File: src/rtl/pgw_pkg.sv
package pgw_pkg;
    localparam int          PGW_W        = 8;
    localparam int          PGW_AW       = 4;
    // register offsets on the plain register port
    localparam logic [3:0]  PGW_OFS_DATA = 4'h0;
    localparam logic [3:0]  PGW_OFS_DIR  = 4'h1;
    localparam logic [3:0]  PGW_OFS_PUP  = 4'h2;
    localparam logic [3:0]  PGW_OFS_FSEL = 4'h3;
    localparam logic [3:0]  PGW_OFS_PIN  = 4'h4;
    localparam logic [3:0]  PGW_OFS_WAKE = 4'h5;
    // reset values and fixed read answers
    localparam logic [7:0]  PGW_RST_VAL  = 8'h00;
    localparam logic [7:0]  PGW_DIR_RD   = 8'hFF;
    localparam logic [7:0]  PGW_UNMAP_RD = 8'h00;
endpackage

File: src/rtl/pgw_sync.sv
`timescale 1ns/1ps
`default_nettype none
// two-stage synchroniser for pin levels
module pgw_sync
    import pgw_pkg::*;
(
    input  wire logic             i_sys_clk,
    input  wire logic             i_nrst,
    input  wire logic [PGW_W-1:0] i_async,
    output logic      [PGW_W-1:0] o_sync
);
    logic [PGW_W-1:0] meta_q;

    // first stage feeds only the second
    always_ff @(posedge i_sys_clk or negedge i_nrst) begin
        if (!i_nrst) begin
            meta_q <= PGW_RST_VAL;
            o_sync <= PGW_RST_VAL;
        end else begin
            meta_q <= i_async;
            o_sync <= meta_q;
        end
    end
endmodule
`default_nettype wire

File: src/rtl/pgw_port.sv
// Function
// - eight-bit output data latch, one bit per pin 7..0
// - output pin: data read returns latched bit, not pin level
// - input pin: data read returns synchronised live pin level
// - direction bit 1 makes pin output, 0 makes it input
// - direction and data act only while pin is general I/O; direction still selects the data read view and, in wake mode, gates pull-up
// - direction register is write-only and reads all ones
// - reset clears direction, data, pull-up and function select
// - input pin: pull-up bit 1 enables pull-up, 0 disables
// - function select is eight-bit read/write, one bit per pin
// - function select 0 is general I/O, 1 active-low wake input
// - segment ownership overrides general I/O and wake selection
//
// Local design decisions: the address-and-strobe port and the register addresses.
`timescale 1ns/1ps
`default_nettype none
module pgw_port
    import pgw_pkg::*;
(
    input  wire logic              i_sys_clk,
    input  wire logic              i_nrst,
    input  wire logic [PGW_AW-1:0] i_addr,
    input  wire logic [PGW_W-1:0]  i_wdata,
    input  wire logic              i_wr,
    input  wire logic              i_rd,
    output logic      [PGW_W-1:0]  o_rdata,
    input  wire logic [PGW_W-1:0]  i_pin,
    output logic      [PGW_W-1:0]  o_pin,
    output logic      [PGW_W-1:0]  o_pin_oe,
    output logic      [PGW_W-1:0]  o_pullup_en,
    input  wire logic [PGW_W-1:0]  i_segment_pin_group_select,
    output logic      [PGW_W-1:0]  o_wake_n
);
    logic [PGW_W-1:0] port_output_data_q;
    logic [PGW_W-1:0] port_direction_control_q;
    logic [PGW_W-1:0] port_pullup_control_q;
    logic [PGW_W-1:0] port_function_select_q;
    logic [PGW_W-1:0] pin_sync;
    logic [PGW_W-1:0] seg_sync;
    logic [PGW_W-1:0] gpio_own;
    logic [PGW_W-1:0] wake_own;
    logic [PGW_W-1:0] drive;
    logic [PGW_W-1:0] data_view;
    logic [PGW_W-1:0] rdata_d;

    // address match helper used by both write and read paths
    function automatic logic hit(input logic [PGW_AW-1:0] a,
                                 input logic [PGW_AW-1:0] ofs);
        hit = (a == ofs);
    endfunction

    // pin levels and segment claims come from outside this clock
    pgw_sync u_pin_sync (
        .i_sys_clk (i_sys_clk),
        .i_nrst    (i_nrst),
        .i_async   (i_pin),
        .o_sync    (pin_sync)
    );

    pgw_sync u_seg_sync (
        .i_sys_clk (i_sys_clk),
        .i_nrst    (i_nrst),
        .i_async   (i_segment_pin_group_select),
        .o_sync    (seg_sync)
    );

    // data latch
    always_ff @(posedge i_sys_clk or negedge i_nrst) begin
        if (!i_nrst) begin
            port_output_data_q <= PGW_RST_VAL;
        end else if (i_wr && hit(i_addr, PGW_OFS_DATA)) begin
            port_output_data_q <= i_wdata;
        end
    end

    // direction control, never readable
    always_ff @(posedge i_sys_clk or negedge i_nrst) begin
        if (!i_nrst) begin
            port_direction_control_q <= PGW_RST_VAL;
        end else if (i_wr && hit(i_addr, PGW_OFS_DIR)) begin
            port_direction_control_q <= i_wdata;
        end
    end

    // pull-up control
    always_ff @(posedge i_sys_clk or negedge i_nrst) begin
        if (!i_nrst) begin
            port_pullup_control_q <= PGW_RST_VAL;
        end else if (i_wr && hit(i_addr, PGW_OFS_PUP)) begin
            port_pullup_control_q <= i_wdata;
        end
    end

    // function select
    always_ff @(posedge i_sys_clk or negedge i_nrst) begin
        if (!i_nrst) begin
            port_function_select_q <= PGW_RST_VAL;
        end else if (i_wr && hit(i_addr, PGW_OFS_FSEL)) begin
            port_function_select_q <= i_wdata;
        end
    end

    // per-pin ownership: segment first, then wake, else general I/O
    genvar g;
    generate
        for (g = 0; g < PGW_W; g++) begin : g_pin
            assign wake_own[g]  = !seg_sync[g] && port_function_select_q[g];
            assign gpio_own[g]  = !seg_sync[g] && !port_function_select_q[g];
            assign drive[g]     = gpio_own[g] && port_direction_control_q[g];
            assign data_view[g] = port_direction_control_q[g] ? port_output_data_q[g]
                                                              : pin_sync[g];
        end
    endgenerate

    // pad controls from flip-flops
    always_ff @(posedge i_sys_clk or negedge i_nrst) begin
        if (!i_nrst) begin
            o_pin       <= PGW_RST_VAL;
            o_pin_oe    <= PGW_RST_VAL;
            o_pullup_en <= PGW_RST_VAL;
        end else begin
            o_pin       <= port_output_data_q & drive;
            o_pin_oe    <= drive;
            o_pullup_en <= port_pullup_control_q & ~port_direction_control_q
                           & ~seg_sync;
        end
    end

    // active-low wake requests, idle high
    always_ff @(posedge i_sys_clk or negedge i_nrst) begin
        if (!i_nrst) begin
            o_wake_n <= PGW_DIR_RD;
        end else begin
            o_wake_n <= ~(wake_own & ~pin_sync);
        end
    end

    // read mux
    always_comb begin
        rdata_d = PGW_UNMAP_RD;
        if (i_rd) begin
            unique case (1'b1)
                hit(i_addr, PGW_OFS_DATA): rdata_d = data_view;
                hit(i_addr, PGW_OFS_DIR):  rdata_d = PGW_DIR_RD;
                hit(i_addr, PGW_OFS_PUP):  rdata_d = port_pullup_control_q;
                hit(i_addr, PGW_OFS_FSEL): rdata_d = port_function_select_q;
                hit(i_addr, PGW_OFS_PIN):  rdata_d = pin_sync;
                hit(i_addr, PGW_OFS_WAKE): rdata_d = ~o_wake_n;
                default:                   rdata_d = PGW_UNMAP_RD;
            endcase
        end
    end

    // read data one cycle after strobe, zero otherwise
    always_ff @(posedge i_sys_clk or negedge i_nrst) begin
        if (!i_nrst) begin
            o_rdata <= PGW_UNMAP_RD;
        end else begin
            o_rdata <= rdata_d;
        end
    end
endmodule
`default_nettype wire

File: config.mk
export PLATFORM = sky130hd
export DESIGN_NAME = pgw_port
export DESIGN_NICKNAME = d
export VERILOG_FILES = /design/src/rtl/pgw_pkg.sv /design/src/rtl/pgw_sync.sv /design/src/rtl/pgw_port.sv
export SDC_FILE = /design/constraint.sdc
export NUM_CORES = 1
export LEC_CHECK = 0
export BUFFER_PORTS_ARGS = -buffer_cell sky130_fd_sc_hd__buf_4
export CAP_MARGIN = 20
export CORE_AREA = 5 5 90 92
export CTS_CLUSTER_SIZE = 12
export DETAILED_ROUTE_END_ITERATION = 8
export DIE_AREA = 0 0 95 97
export GPL_ROUTABILITY_DRIVEN = 1
export PLACE_DENSITY = 0.76
export SKIP_LAST_GASP = 1
export SLEW_MARGIN = 30
export SYNTH_ARGS = -nofsm -noshare
export SYNTH_HDL_FRONTEND = slang
export SYNTH_SLANG_ARGS = --single-unit
File: constraint.sdc
create_clock -name i_sys_clk -period 1.26 [get_ports i_sys_clk]
set_input_delay 0.126 -clock i_sys_clk [delete_from_list [all_inputs] [get_ports i_sys_clk]]
set_output_delay 0.126 -clock i_sys_clk [all_outputs]
set_load 0.005 [all_outputs]
==> results by group <==
Place
  – Final RePlAce weighted congestion: 0.8460
  – Port bufs: 71
  – Final HPWL DP: 5295 um
  – Cells after DPL: 415
  – Placed standard-cell area: 4486 um^2

Route
  – Routed wire length: 7653 um
  – DRT iter0 DRCs: 81
  – DR DRC count: 0
  – First-pass detailed-route iteration total: 4
  – Vias per Instance: 5.138
  – Via count: 2,302
  – WL per Instance: 17.08 um
  – Post-route ant nets: 0

Logic synthesis
  – Count leader, synth: dfrtp_1
  – Mapped Area: 3731 um^2
  – Largest family of logic cells by synthesized area: multiplexers
  – Syn_nets: 269
  – Synth Area in Compound Gates: 6.003%
  – Yosys warns: 0
  – Async SR Flop Fraction: 100.0%
  – Adder-Cell Fraction of Synth Area: 0%
  – #FFs+latches synth: 104
  – Ranking of synthesized cells by area: dfrtp_1, mux2_2, dfstp_2
  – Synth Area per Inst: 15.74 um^2
  – Yosys top cell area share: 64.39%
  – Post-synth EDFFs: 0
  – Commonest cells in the synthesized netlist: dfrtp_1, mux2_2, mux2i_1, nor3b_1
  – Mux contribution to synthesized area: 13.95%
  – Main synth FF type: dfrtp_1
  – XOR/XNOR Fraction of Synth Area: 0%
  – Seq/Total Area, Yosys: 70.02%
  – Synthesized instance count: 237
  – Dominant cell type by area after synthesis: dfrtp_1
  – Netlist cell types: 27
  – Synth Area in Simple Gates: 8.652%

Final layout
  – Design area: 4847 um^2
  – Layout cells sized above 1: 43.55%
  – Layout area overhead: 29.91%
  – Non-Filler Instances: 448
  – Number of nets at the end of the flow: 376
  – ANT cells: 0

Min path
  – HP Class: primary input to flop
  – Hold Path Origin: i_wdata[2]
  – Hold path depth: 2
  – Min-Delay Endpoint: port_output_data_q[2]$_DFFE_PN0P_

Worst setup path
  – Crit Reg-Reg Endpoint: o_rdata[3]$_DFF_PN0_
  – Worst path arrival time: 1.02 ns
  – WS Path Type: flop to output pin
  – Critical Path RT: 1.13 ns
  – Max incr delay on CP: 0.56 ns
  – CP Capture Type: output pin
  – Worst Reg-to-Reg Cells: 3
  – R2r setup slk: 0.21 ns
  – Max FO, Critical Path: 2
  – FF-to-FF Start: port_direction_control_q[3]$_DFFE_PN0P_
  – CP max-delay cell: dfstp_2
  – Worst Setup Start Kind: flop
  – Critical path buffers and inverters: 1
  – CP top delay family: flip-flops
  – Cell Chain, Critical Path: buf_4

Outcome
  – Status: completed

Floorplan
  – Width of the die: 95 um
  – Overall die height: 97 um
  – FP Rows: 31
  – IO Pins: 72
  – Die area: 9215 um^2
  – CORE AREA: 7137 um^2
  – Initial Utilization: 52.28%

STA
  – Max Clock Skew: 0.005847 ns
  – Final period util: 90.84%
  – Worst slew margin: 74.48%
  – Final setup fails: 0
  – RSZ-0062 raised after global routing: no
  – Max Fclk: 873.7 MHz
  – Final hold violation count: 0
  – Pins Over Slew Limit: 0
  – Slew @ Worst Pin: 0.3828 ns
  – Fin crit period: 1.145 ns

CTS
  – Post CTS Setup Buffer Count: 0
  – CTS root buffer: clkbuf_8
  – Worst-path clk slew: 0.09 ns
  – CTS Sinks: 104
  – CTS H-tree lvls: 3
  – Post-CTS Resized: 0
  – TritonCTS clock tree: yes
  – Total clock buffers created by CTS: 9
  – Clk Latency, worst-skew pair: 0.36 ns
  – CTS max path bufs: 2
  – CTS Hold Buffers Added: 17

GRT
  – Number of global-route vias before repair: 2,423
  – Wire length of the first global-routing pass: 12,250 um
  – Largest net degree at the start of global routing: 48
  – GR Util All Layers: 17.60%
  – Initial antenna violation count: 0
  – Total grt overflow: 0

Job
  – Max-cap viol count: 0

Pwr
  – Power density cells: 1449 nW/um^2
  – Leakage power: 0.002277 uW
  – Peak VDD IR: 0.7554 mV
-- flip-flops by register name, indices dropped and copies added (netlist names) --
name	cells
u_pin_sync.meta_q	8
port_pullup_control_q	8
port_function_select_q	8
o_rdata	8
u_seg_sync.meta_q	8
u_seg_sync.o_sync	8
u_pin_sync.o_sync	8
o_pullup_en	8
o_wake_n	8
port_direction_control_q	8
o_pin	8
o_pin_oe	8
port_output_data_q	8
-- how the worst max path moves through the flow --
stage | from | end | slack [ns] | depth (start not counted)
final | o_wake_n[6]$_DFF_PN1_ | o_wake_n[6] | 0.12 | 1
after floorplan | i_addr[3] | port_pullup_control_q[0]$_DFFE_PN0P_ | 0.07 | 4
after global placement | i_addr[0] | o_rdata[7]$_DFF_PN0_ | -0.08 | 4
after global routing | o_wake_n[4]$_DFF_PN1_ | o_wake_n[4] | 0.09 | 1
after CTS | o_wake_n[6]$_DFF_PN1_ | o_wake_n[6] | 0.1 | 1
after detailed placement | i_addr[0] | o_rdata[1]$_DFF_PN0_ | -0.11 | 4
-- power breakdown --
group          internal (uW)  switching [uW]  total [uW]
registers               3750             290        4040
logic                    618             361         979
clock network            973            1030        2000
-- stage by stage --
step	TNS [ns]	power [uW]	util (%)	setup slack, ns	hold WS, ns
after floorplan	0	4529	-	0.06947	-0.1696
after global placement	-0.6162	5017	62.85	-0.08286	0.05340
after detailed placement	-1.106	5058	62.85	-0.1102	0.05419
after CTS	0	7080	67.92	0.09651	0.01079
after global routing	0	7359	67.92	0.08547	0.007662
final	0	7025	67.92	0.1154	0.02193
-- metal layers --
metal / global-route usage [%] / vias up / routed length [um] / part of all wire [%]
met5: 0 / - / 0 / 0
met4: 7.103 / 0 / 155 / 2.0
met3: 5.043 / 14 / 498 / 6.5
met2: 28.96 / 73 / 3913 / 51
met1: 21.60 / 1153 / 3085 / 40
li1: - / 1062 / - / -
-- final cells by class --
cell class	instances	area (um^2)
clock buffers	13	148.9
clock inverters	3	42.54
fillers	547	2290
inverters	1	3.754
multi-input cells	124	1067
flip-flops and latches	104	2613
well taps	99	123.9
repair buffers	104	848.3
-- cells by family after synthesis --
logic type,Yosys count
mux,48
simple gates,43
compound gates,33
buf+inv,9
flops,104
-- cell usage in the layout (no fill, tap or decap), types with 2 or more instances in the layout --
| master | n |
|---|---|
| clkbuf_8 | 10 |
| o22ai_1 | 7 |
| mux2_2 | 32 |
| dfrtp_1 | 96 |
| mux2i_1 | 16 |
| o21a_1 | 8 |
| dfstp_2 | 8 |
| nor3b_1 | 16 |
| a21oi_1 | 8 |
| buf_12 | 2 |
| or3b_2 | 7 |
| and2_1 | 9 |
| nor2_1 | 3 |
| buf_4 | 85 |
| a211oi_1 | 9 |
| dlygate4sd3_1 | 17 |
| clkbuf_1 | 3 |
(Power assumes the default switching activity.)
